[src/design/tio_pkg.sv]
package tio_pkg;

   // ------------------------------------------------------------
   // Clock and timing
   // ------------------------------------------------------------
   localparam int unsigned CLK_KHZ = 25000;
   localparam int unsigned DEB_TIME_US = 100;
   localparam int unsigned DEB_CYC = (DEB_TIME_US * CLK_KHZ + 999) / 1000;
   localparam int unsigned TRIG_PULSE_US = 10;
   localparam int unsigned TRIG_PULSE_CYC = (TRIG_PULSE_US * CLK_KHZ + 999) / 1000;

   // ------------------------------------------------------------
   // Register map
   // ------------------------------------------------------------
   localparam int unsigned ADDR_W = 8;
   localparam logic [ADDR_W-1:0] ADDR_CTRL = 8'h00;
   localparam logic [ADDR_W-1:0] ADDR_CMD = 8'h04;
   localparam logic [ADDR_W-1:0] ADDR_STATUS = 8'h08;
   localparam logic [ADDR_W-1:0] ADDR_IRQ_STAT = 8'h0c;
   localparam logic [ADDR_W-1:0] ADDR_IRQ_MASK = 8'h10;
   localparam logic [ADDR_W-1:0] ADDR_TRIG_CNT = 8'h14;

   localparam logic [31:0] CTRL_RST = 32'h0000_0009;
   localparam logic [31:0] CTRL_WMASK = 32'h0000_007f;

   localparam int unsigned CMD_BUS_TRIG = 0;
   localparam int unsigned CMD_PROT_CLEAR = 1;
   localparam int unsigned CMD_OUT_ON = 2;
   localparam int unsigned CMD_OUT_OFF = 3;

   localparam int unsigned IRQ_W = 3;
   localparam int unsigned IRQ_TRIG = 0;
   localparam int unsigned IRQ_LATCH = 1;
   localparam int unsigned IRQ_INH = 2;
   localparam logic [IRQ_W-1:0] IRQ_MASK_RST = 3'h0;

   localparam int unsigned TRIG_CNT_W = 16;

   // ------------------------------------------------------------
   // Types
   // ------------------------------------------------------------
   typedef enum logic [1:0] {
      TIO_SRC_KEYPAD = 2'b00,
      TIO_SRC_BUS = 2'b01,
      TIO_SRC_EXT = 2'b10,
      TIO_SRC_NONE = 2'b11
   } tio_src_t;

   typedef enum logic [1:0] {
      TIO_INH_OFF = 2'b00,
      TIO_INH_LEVEL = 2'b01,
      TIO_INH_LATCH = 2'b10,
      TIO_INH_RSVD = 2'b11
   } tio_inh_t;

   typedef enum logic {
      TIO_ST_CLEAR = 1'b0,
      TIO_ST_LATCHED = 1'b1
   } tio_st_t;

   typedef struct packed {
      logic [24:0] rsvd;
      logic inh_invert;
      tio_inh_t inh_mode;
      logic bleed_en;
      tio_src_t trig_src;
      logic trig_dir_out;
   } tio_ctrl_t;

   typedef struct packed {
      logic [26:0] rsvd;
      logic bleeder_on;
      logic trig_in_lvl;
      logic inhibit_true;
      logic latched_disable_flag;
      logic out_en;
   } tio_status_t;

   // Sticky flag update, set wins over clear
   function automatic logic [IRQ_W-1:0] tio_w1c(
      input logic [IRQ_W-1:0] old,
      input logic [IRQ_W-1:0] set,
      input logic [IRQ_W-1:0] clr
   );
      return set | (old & ~clr);
   endfunction

endpackage

[src/design/tio_top.sv]
`timescale 1ns/1ns
module tio_top #(
   parameter int unsigned DEB_CYC = tio_pkg::DEB_CYC,
   parameter int unsigned PULSE_CYC = tio_pkg::TRIG_PULSE_CYC
) (
   // Clock and reset
   input wire logic clk,
   input wire logic resetn,
   // APB slave
   input wire logic psel,
   input wire logic penable,
   input wire logic pwrite,
   input wire logic [tio_pkg::ADDR_W-1:0] paddr,
   input wire logic [31:0] pwdata,
   output logic [31:0] prdata,
   output logic pready,
   output logic pslverr,
   // Front-panel keys, high while pressed
   input wire logic key_onoff,
   input wire logic key_trig,
   // Trigger terminal pair, high while shorted or driven
   input wire logic trig_i,
   output logic trig_o,
   output logic trig_oe,
   // Inhibit terminal pair, high while shorted
   input wire logic inh_short,
   // Power stage control
   output logic out_en,
   output logic bleeder_on,
   output logic trig_event,
   // Interrupt
   output logic irq
);

   // ------------------------------------------------------------
   // Declarations
   // ------------------------------------------------------------
   localparam int unsigned PIN_ONOFF = 0;
   localparam int unsigned PIN_KTRIG = 1;
   localparam int unsigned PIN_TRIG = 2;
   localparam int unsigned PIN_INH = 3;
   localparam int unsigned TW = tio_pkg::TRIG_CNT_W;

   tio_pkg::tio_ctrl_t ctrl_q;
   tio_pkg::tio_st_t st_q, st_d;
   tio_pkg::tio_status_t status;
   logic [tio_pkg::IRQ_W-1:0] irq_stat_q, irq_stat_d, irq_mask_q;
   logic [TW-1:0] trig_cnt_q;
   logic out_on_q, out_on_d;
   logic out_en_q, bleeder_q, trig_oe_q, trig_event_q, irq_q;
   logic pulse_raw, trig_o_q;
   logic inh_true_q;
   logic pready_q, pslverr_q;
   logic [31:0] prdata_q;
   logic [3:0] pin_lvl, pin_rise;

   // ------------------------------------------------------------
   // Input conditioning
   // ------------------------------------------------------------
   tio_deb #(
      .WIDTH(4),
      .CYC(DEB_CYC)
   ) u_deb (
      .clk(clk),
      .resetn(resetn),
      .raw({inh_short, trig_i, key_trig, key_onoff}),
      .level(pin_lvl),
      .rise(pin_rise)
   );

   // ------------------------------------------------------------
   // Helpers
   // ------------------------------------------------------------
   // Zero-extend an interrupt field to the bus width
   function automatic logic [31:0] zext_irq(input logic [tio_pkg::IRQ_W-1:0] v);
      return {{(32 - tio_pkg::IRQ_W){1'b0}}, v};
   endfunction

   // Interrupt field of a write word
   function automatic logic [tio_pkg::IRQ_W-1:0] irq_bits(input logic [31:0] d);
      return d[tio_pkg::IRQ_W-1:0];
   endfunction

   // ------------------------------------------------------------
   // APB decode
   // ------------------------------------------------------------
   wire access = psel & penable & ~pready_q;
   wire done = psel & penable & pready_q;
   wire wr_done = done & pwrite;
   wire sel_ctrl = (paddr == tio_pkg::ADDR_CTRL);
   wire sel_cmd = (paddr == tio_pkg::ADDR_CMD);
   wire sel_status = (paddr == tio_pkg::ADDR_STATUS);
   wire sel_istat = (paddr == tio_pkg::ADDR_IRQ_STAT);
   wire sel_imask = (paddr == tio_pkg::ADDR_IRQ_MASK);
   wire sel_tcnt = (paddr == tio_pkg::ADDR_TRIG_CNT);
   wire hit = sel_ctrl | sel_cmd | sel_status | sel_istat | sel_imask | sel_tcnt;

   wire wr_ctrl = wr_done & sel_ctrl;
   wire wr_cmd = wr_done & sel_cmd;
   wire wr_istat = wr_done & sel_istat;
   wire wr_imask = wr_done & sel_imask;

   wire cmd_bus_trig = wr_cmd & pwdata[tio_pkg::CMD_BUS_TRIG];
   wire cmd_prot_clear = wr_cmd & pwdata[tio_pkg::CMD_PROT_CLEAR];
   wire cmd_out_on = wr_cmd & pwdata[tio_pkg::CMD_OUT_ON];
   wire cmd_out_off = wr_cmd & pwdata[tio_pkg::CMD_OUT_OFF];
   wire [tio_pkg::IRQ_W-1:0] wr_irq = irq_bits(pwdata);

   wire [31:0] rd_mux =
      sel_ctrl ? 32'(ctrl_q) :
      sel_status ? 32'(status) :
      sel_istat ? zext_irq(irq_stat_q) :
      sel_imask ? zext_irq(irq_mask_q) :
      sel_tcnt ? {{(32 - TW){1'b0}}, trig_cnt_q} :
      32'h0000_0000;

   // ------------------------------------------------------------
   // APB response, one wait state
   // ------------------------------------------------------------
   always_ff @(posedge clk or negedge resetn)
   begin
      if (!resetn)
      begin
         pready_q <= 1'b0;
         pslverr_q <= 1'b0;
         prdata_q <= 32'h0000_0000;
      end
      else
      begin
         pready_q <= access;
         pslverr_q <= access & ~hit;
         if (access & ~pwrite)
            prdata_q <= rd_mux;
      end
   end

   // ------------------------------------------------------------
   // Control register
   // ------------------------------------------------------------
   always_ff @(posedge clk or negedge resetn)
   begin
      if (!resetn)
         ctrl_q <= tio_pkg::CTRL_RST;
      else if (wr_ctrl)
         ctrl_q <= pwdata & tio_pkg::CTRL_WMASK;
   end

   wire dir_out = ctrl_q.trig_dir_out;
   wire src_key = (ctrl_q.trig_src == tio_pkg::TIO_SRC_KEYPAD);
   wire src_bus = (ctrl_q.trig_src == tio_pkg::TIO_SRC_BUS);
   wire src_ext = (ctrl_q.trig_src == tio_pkg::TIO_SRC_EXT);
   wire mode_level = (ctrl_q.inh_mode == tio_pkg::TIO_INH_LEVEL);
   wire mode_latch = (ctrl_q.inh_mode == tio_pkg::TIO_INH_LATCH);
   wire mode_active = mode_level | mode_latch;

   // ------------------------------------------------------------
   // Trigger path
   // ------------------------------------------------------------
   wire trig_from_key = src_key & pin_rise[PIN_KTRIG];
   wire trig_from_bus = src_bus & cmd_bus_trig;
   wire trig_from_ext = src_ext & ~dir_out & pin_rise[PIN_TRIG];
   wire trig_any = trig_from_key | trig_from_bus | trig_from_ext;
   wire pulse_start = dir_out & (trig_from_key | trig_from_bus);

   tio_pulse #(
      .CYC(PULSE_CYC)
   ) u_pulse (
      .clk(clk),
      .resetn(resetn),
      .start(pulse_start),
      .pulse(pulse_raw)
   );

   always_ff @(posedge clk or negedge resetn)
   begin
      if (!resetn)
      begin
         trig_oe_q <= 1'b0;
         trig_event_q <= 1'b0;
         trig_cnt_q <= '0;
      end
      else
      begin
         trig_oe_q <= dir_out;
         trig_event_q <= trig_any;
         if (trig_any)
            trig_cnt_q <= trig_cnt_q + TW'(1);
      end
   end

   // ------------------------------------------------------------
   // Trigger drive, silenced at once when the pair turns to input
   // ------------------------------------------------------------
   always_ff @(posedge clk or negedge resetn)
   begin
      if (!resetn)
         trig_o_q <= 1'b0;
      else
         trig_o_q <= pulse_raw & dir_out;
   end

   // ------------------------------------------------------------
   // Inhibit interpretation and latch
   // ------------------------------------------------------------
   wire inh_true = pin_lvl[PIN_INH] ^ ctrl_q.inh_invert;
   wire inh_rise = inh_true & ~inh_true_q;
   wire latch_set = mode_latch & inh_rise;
   wire latch_clr = cmd_prot_clear & ~inh_true;
   wire latched = (st_q == tio_pkg::TIO_ST_LATCHED);

   always_comb
   begin
      st_d = st_q;
      case (st_q)
         tio_pkg::TIO_ST_CLEAR:
         begin
            if (latch_set)
               st_d = tio_pkg::TIO_ST_LATCHED;
         end
         tio_pkg::TIO_ST_LATCHED:
         begin
            if (latch_clr & ~latch_set)
               st_d = tio_pkg::TIO_ST_CLEAR;
         end
         default:
            st_d = tio_pkg::TIO_ST_CLEAR;
      endcase
   end

   always_ff @(posedge clk or negedge resetn)
   begin
      if (!resetn)
      begin
         st_q <= tio_pkg::TIO_ST_CLEAR;
         inh_true_q <= 1'b0;
      end
      else
      begin
         st_q <= st_d;
         inh_true_q <= inh_true;
      end
   end

   // ------------------------------------------------------------
   // Output enable
   // ------------------------------------------------------------
   wire level_block = mode_level & inh_true;
   wire latch_block = mode_latch & latched;
   wire key_ok = ~level_block & ~latch_block;
   wire force_off = latch_set;

   always_comb
   begin
      out_on_d = out_on_q;
      if (force_off)
         out_on_d = 1'b0;
      else if (key_ok & pin_rise[PIN_ONOFF])
         out_on_d = ~out_on_q;
      else if (key_ok & cmd_out_on)
         out_on_d = 1'b1;
      else if (cmd_out_off)
         out_on_d = 1'b0;
   end

   wire out_en_d = out_on_d & key_ok & ~force_off;

   always_ff @(posedge clk or negedge resetn)
   begin
      if (!resetn)
      begin
         out_on_q <= 1'b0;
         out_en_q <= 1'b0;
         bleeder_q <= 1'b0;
      end
      else
      begin
         out_on_q <= out_on_d;
         out_en_q <= out_en_d;
         bleeder_q <= ctrl_q.bleed_en & ~out_en_d;
      end
   end

   // ------------------------------------------------------------
   // Status and interrupt
   // ------------------------------------------------------------
   always_comb
   begin
      status = '0;
      status.out_en = out_en_q;
      status.latched_disable_flag = latched;
      status.inhibit_true = inh_true;
      status.trig_in_lvl = pin_lvl[PIN_TRIG];
      status.bleeder_on = bleeder_q;
   end

   wire [tio_pkg::IRQ_W-1:0] irq_set = {mode_active & inh_rise, latch_set, trig_any};
   wire [tio_pkg::IRQ_W-1:0] irq_clr = wr_istat ? wr_irq : '0;

   assign irq_stat_d = tio_pkg::tio_w1c(irq_stat_q, irq_set, irq_clr);

   always_ff @(posedge clk or negedge resetn)
   begin
      if (!resetn)
      begin
         irq_stat_q <= '0;
         irq_mask_q <= tio_pkg::IRQ_MASK_RST;
         irq_q <= 1'b0;
      end
      else
      begin
         irq_stat_q <= irq_stat_d;
         if (wr_imask)
            irq_mask_q <= wr_irq;
         irq_q <= |(irq_stat_d & (wr_imask ? wr_irq : irq_mask_q));
      end
   end

   // ------------------------------------------------------------
   // Outputs
   // ------------------------------------------------------------
   assign prdata = prdata_q;
   assign pready = pready_q;
   assign pslverr = pslverr_q;
   assign trig_o = trig_o_q;
   assign trig_oe = trig_oe_q;
   assign out_en = out_en_q;
   assign bleeder_on = bleeder_q;
   assign trig_event = trig_event_q;
   assign irq = irq_q;

endmodule

[src/design/tio_deb.sv]
`timescale 1ns/1ns
module tio_deb #(
   parameter int unsigned WIDTH = 4,
   parameter int unsigned CYC = 2500
) (
   // Clock and reset
   input wire logic clk,
   input wire logic resetn,
   // Raw pins and filtered result
   input wire logic [WIDTH-1:0] raw,
   output logic [WIDTH-1:0] level,
   output logic [WIDTH-1:0] rise
);

   localparam int unsigned CW = $clog2(CYC + 1);
   localparam logic [CW-1:0] CYC_C = CW'(CYC);

   logic [WIDTH-1:0] s1_q, s2_q, s3_q;
   logic [WIDTH-1:0] level_q, rise_q;
   logic [CW-1:0] cnt_q [WIDTH];

   // ------------------------------------------------------------
   // Three-stage synchroniser, then a stability filter
   // ------------------------------------------------------------
   always_ff @(posedge clk or negedge resetn)
   begin
      if (!resetn)
      begin
         s1_q <= '0;
         s2_q <= '0;
         s3_q <= '0;
      end
      else
      begin
         s1_q <= raw;
         s2_q <= s1_q;
         s3_q <= s2_q;
      end
   end

   for (genvar i = 0; i < WIDTH; i++)
   begin : g_bit
      wire agree = (s2_q[i] == s3_q[i]);
      wire differs = agree & (s3_q[i] != level_q[i]);
      always_ff @(posedge clk or negedge resetn)
      begin
         if (!resetn)
         begin
            cnt_q[i] <= '0;
            level_q[i] <= 1'b0;
            rise_q[i] <= 1'b0;
         end
         else
         begin
            rise_q[i] <= 1'b0;
            if (!differs)
               cnt_q[i] <= '0;
            else if (cnt_q[i] >= CYC_C - CW'(1))
            begin
               cnt_q[i] <= '0;
               level_q[i] <= s3_q[i];
               rise_q[i] <= s3_q[i];
            end
            else
               cnt_q[i] <= cnt_q[i] + CW'(1);
         end
      end
   end

   assign level = level_q;
   assign rise = rise_q;

endmodule

[src/design/tio_pulse.sv]
`timescale 1ns/1ns
module tio_pulse #(
   parameter int unsigned CYC = 250
) (
   // Clock and reset
   input wire logic clk,
   input wire logic resetn,
   // Start strobe and stretched pulse
   input wire logic start,
   output logic pulse
);

   localparam int unsigned CW = $clog2(CYC + 1);
   localparam logic [CW-1:0] CYC_C = CW'(CYC);

   logic [CW-1:0] cnt_q;
   logic pulse_q;

   // ------------------------------------------------------------
   // Retriggerable high pulse of CYC cycles
   // ------------------------------------------------------------
   always_ff @(posedge clk or negedge resetn)
   begin
      if (!resetn)
      begin
         cnt_q <= '0;
         pulse_q <= 1'b0;
      end
      else if (start)
      begin
         cnt_q <= CYC_C - CW'(1);
         pulse_q <= 1'b1;
      end
      else if (cnt_q != '0)
         cnt_q <= cnt_q - CW'(1);
      else
         pulse_q <= 1'b0;
   end

   assign pulse = pulse_q;

endmodule

[config.mk]
export PLATFORM = sky130hd
export DESIGN_NAME = tio_top
export DESIGN_NICKNAME = d
export VERILOG_FILES = /design/src/design/tio_pkg.sv /design/src/design/tio_top.sv /design/src/design/tio_deb.sv /design/src/design/tio_pulse.sv
export SDC_FILE = /design/constraint.sdc
export NUM_CORES = 1
export LEC_CHECK = 0
export BUFFER_PORTS_ARGS = -buffer_cell sky130_fd_sc_hd__buf_2
export CORE_UTILIZATION = 60
export DETAILED_ROUTE_END_ITERATION = 10
export GPL_ROUTABILITY_DRIVEN = 0
export PLACE_DENSITY = 0.89
export SETUP_SLACK_MARGIN = 0.2
export SLEW_MARGIN = 30
export SYNTH_ARGS = -nofsm -noshare
export SYNTH_HDL_FRONTEND = slang
export SYNTH_SLANG_ARGS = --single-unit
[constraint.sdc]
create_clock -name clk -period 6.48 [get_ports clk]
set_clock_uncertainty 0.2 [all_clocks]
set_input_delay 1.296 -clock clk [delete_from_list [all_inputs] [get_ports clk]]
set_output_delay 1.296 -clock clk [all_outputs]
set_load 0.01 [all_outputs]
==> impl_metrics.toml <==
[layout]
layout-area-overhead-vs-synth_pct = 13.4
fin_util_pct = 70.8
fin_nets = 687
drive_above_1_share_pct = 17.9
finalNonFillerCells = 776

[synthesis]
yosysWarningCount = 0
ys_seq_elements = 132
syn_area_um2 = 6130
synth_compound_area_share_pct = 9.12
synth-simple-area-share_pct = 19.9
yosysSeqAreaShare_pct = 53.9
synth_edf_count = 0
synthArstFlopShare_pct = 100
ys.flop_type = "dfrtp_1"
synthXorXnorAreaFrac_pct = 8.00
synth_fa_ha_area_share_pct = 1.84
synth_top_family_by_area = "simple AND/OR/NAND/NOR gates"
synth_cells = 579
synth_mux_area_share_pct = 3.08
syn_avg_cell_area_um2 = 10.6
synthDistinctLibCells = 57

[die]
core.rowCount = 36
initial_utilization_pct = 62.5
core_um2 = 9820
die_h_um = 103
die-area_um2 = 10600
boundaryPins = 89
die_w_um = 103

[critical_path]
worst_path_dominant_cell_family = "simple AND/OR/NAND/NOR gates"
path_buf_inv = 1
required_ps = 6690
worstSetupPathType = "input port to flip-flop"
cp-startpoint = "pwrite"
endpoint_kind = "flip-flop"
cpMostUsedCell = "nand4_1"
path_depth = 6
worstPathArrival_ps = 3020
crit_path_max_fanout = 7
critPathLaunchType = "input port"
cpPeakStageDelay_ps = 590
reg2regPathDepth = 6
worstReg2RegStart = "u_deb.cnt_q[0]"
crit_slowest_cell = "a211oi_2"
cp_cell_sequence = "buf_2, and4_1, nand4_1, a211oi_2, nand4_1, xnor2_1"

[pwr]
p_leak_nw = 3.22
powerDensity_nw_per_um2 = 258
peakVddDrop_v = 0.000138

[clock_tree]
path_clk_slew_ps = 60
htreeDepth = 4
clk_latency_ps = 530
cts_root_buf = "clkbuf_8"
hold_buffers = 0
cts_setup_buffers = 0
cts_sinks = 132
tritoncts = "built"
cts_made_buffers = 17
ctsResizeCount = 0
clockBufferDepth = 2

[sta]
hold_violations = 0
slew_violations = 0
timing.final.ws_setup_ps = 3680
worst_pin_slew_ps = 778
setup_tns_ps = 0
setup_viol = 0
timing.fmax_mhz = 357
finalCritPeriodShare_pct = 43.3
fin_crit_ps = 2800
slew_headroom_pct = 48.1
rsz0062_at_grt = "false"

[placement]
hpwl_um = 8320
place_ws_ps = 2940
portBuffers = 47
placedCellCount = 743

[run]
maxCapViolCount = 0

[worst_hold_path]
min_from = "u_deb.s1_q[3]"
whs_path_depth = 0
hold_class = "flip-flop to flip-flop"

[detailed_routing]
vias = 4517
firstDrtPassIters = 5
vias_per_cell = 5.82
routed_wl_um = 13000
remaining_drc_errors = 0
postRouteAntennaNets = 0
drt-initial-drc-count = 269
wire_per_inst_um = 16.7

[grt]
antenna_found_initial = 2
grt_pass1_vias = 4505
grt-ovfl-total = 0
grtUsageTotal_pct = 27.1
grt_max_degree = 91
grt_pass1_wl_um = 21400

[status]
status = "completed"
## cell usage in the layout, fill, tap and decap left out, drive strengths merged, types with 15 or more instances in the layout
master	instances
dfrtp	130
buf	49
nand3	16
xnor2	35
clkbuf	17
o21ai	31
and3	27
nor2	62
mux2	15
conb	16
nand2	75
inv	15
xor2	21
## kinds of logic (layout without fill, tap and decap cells)
group / count (synthesis) / count (layout)
simple gates: 242 / 242
flops: 132 / 132
compound gates: 78 / 78
xor+xnor: 56 / 56
buf+inv: 44 / 92
mux: 17 / 17
fa+ha+maj: 9 / 9
other cells: 1 / 17
## per-layer routing
metal  routed length (um)  up-vias  GRT usage, %
li1                     -     2076             -
met5                    0        -             0
met4                  442        0          13.8
met2                 6420      175          45.0
met1                 5340     2218          32.2
met3                  760       48          8.14
## worst reg2reg max path: cells and delay by family, from the launching register on
kind            cells  cell delay (ps)
compound gates      2              380
simple gates        3             1040
flops               1              420
fa+ha+maj           1              250
## cells in the mapped netlist (all sizes together) (7+ instances only)
cell,n,share of area (%)
nor2b,7,0.71
nor3,7,0.75
nand4,13,1.3
inv,11,0.67
xor2,21,3.0
xnor2,35,5.0
nand2,75,4.7
nor2,62,3.8
buf,26,3.0
mux2,15,2.8
and3,27,2.8
dfrtp,130,53
nand3,16,1.3
clkbuf,7,0.43
ha,9,1.8
o21ai,31,2.5
## per-stage QoR
step | hold WS, ps | total power, W | instance area (um2)
detailed placement | 141 | 0.000923 | 6400
finish | 153 | 0.00179 | 6960
CTS | 155 | 0.00180 | 6950
global placement | 136 | 0.000919 | 6400
floorplan | 131 | 0.000895 | 6190
global route | 159 | 0.00185 | 6960
## cell type report
| type | count | area [um2] |
|---|---|---|
| flip-flops and latches | 132 | 3310 |
| clock inverters | 15 | 131 |
| clock buffers | 17 | 414 |
| multi-input cells | 418 | 2640 |
| diodes | 1 | 2.50 |
| fillers | 653 | 2860 |
| well taps | 133 | 166 |
| repair buffers | 49 | 256 |
| inverters | 11 | 41.3 |
## sequential cells by signal, summed over array words and instances, names as in the netlist, 4 cells and up
register and flops:
u_deb.cnt_q 48, u_deb.s3_q 4, u_deb.s2_q 4, ctrl_q 6, u_deb.level 4, trig_cnt_q 16
u_pulse.cnt_q 8, u_deb.s1_q 4, prdata 16
## report_power, final
group | leakage, nW | total, W | internal [W] | switching (W)
clock | 0.269 | 0.000883 | 0.000511 | 0.000372
combinational | 1.20 | 0.0000659 | 0.0000179 | 0.0000480
sequential | 1.76 | 0.000843 | 0.000835 | 0.00000802
## final timing paths
kind / to / slack (ps)
worst min-delay path: u_deb.s2_q[3] / 150
max in group asynchronous: prdata[7] / 4390
worst min register to register: u_deb.s2_q[3] / 150
worst max-delay path: trig_cnt_q[15] / 3680
worst max register to register: u_deb.cnt_q[8] / 4120
min in group asynchronous: u_deb.s1_q[3] / 640
Power figures use the tool's default switching activity.
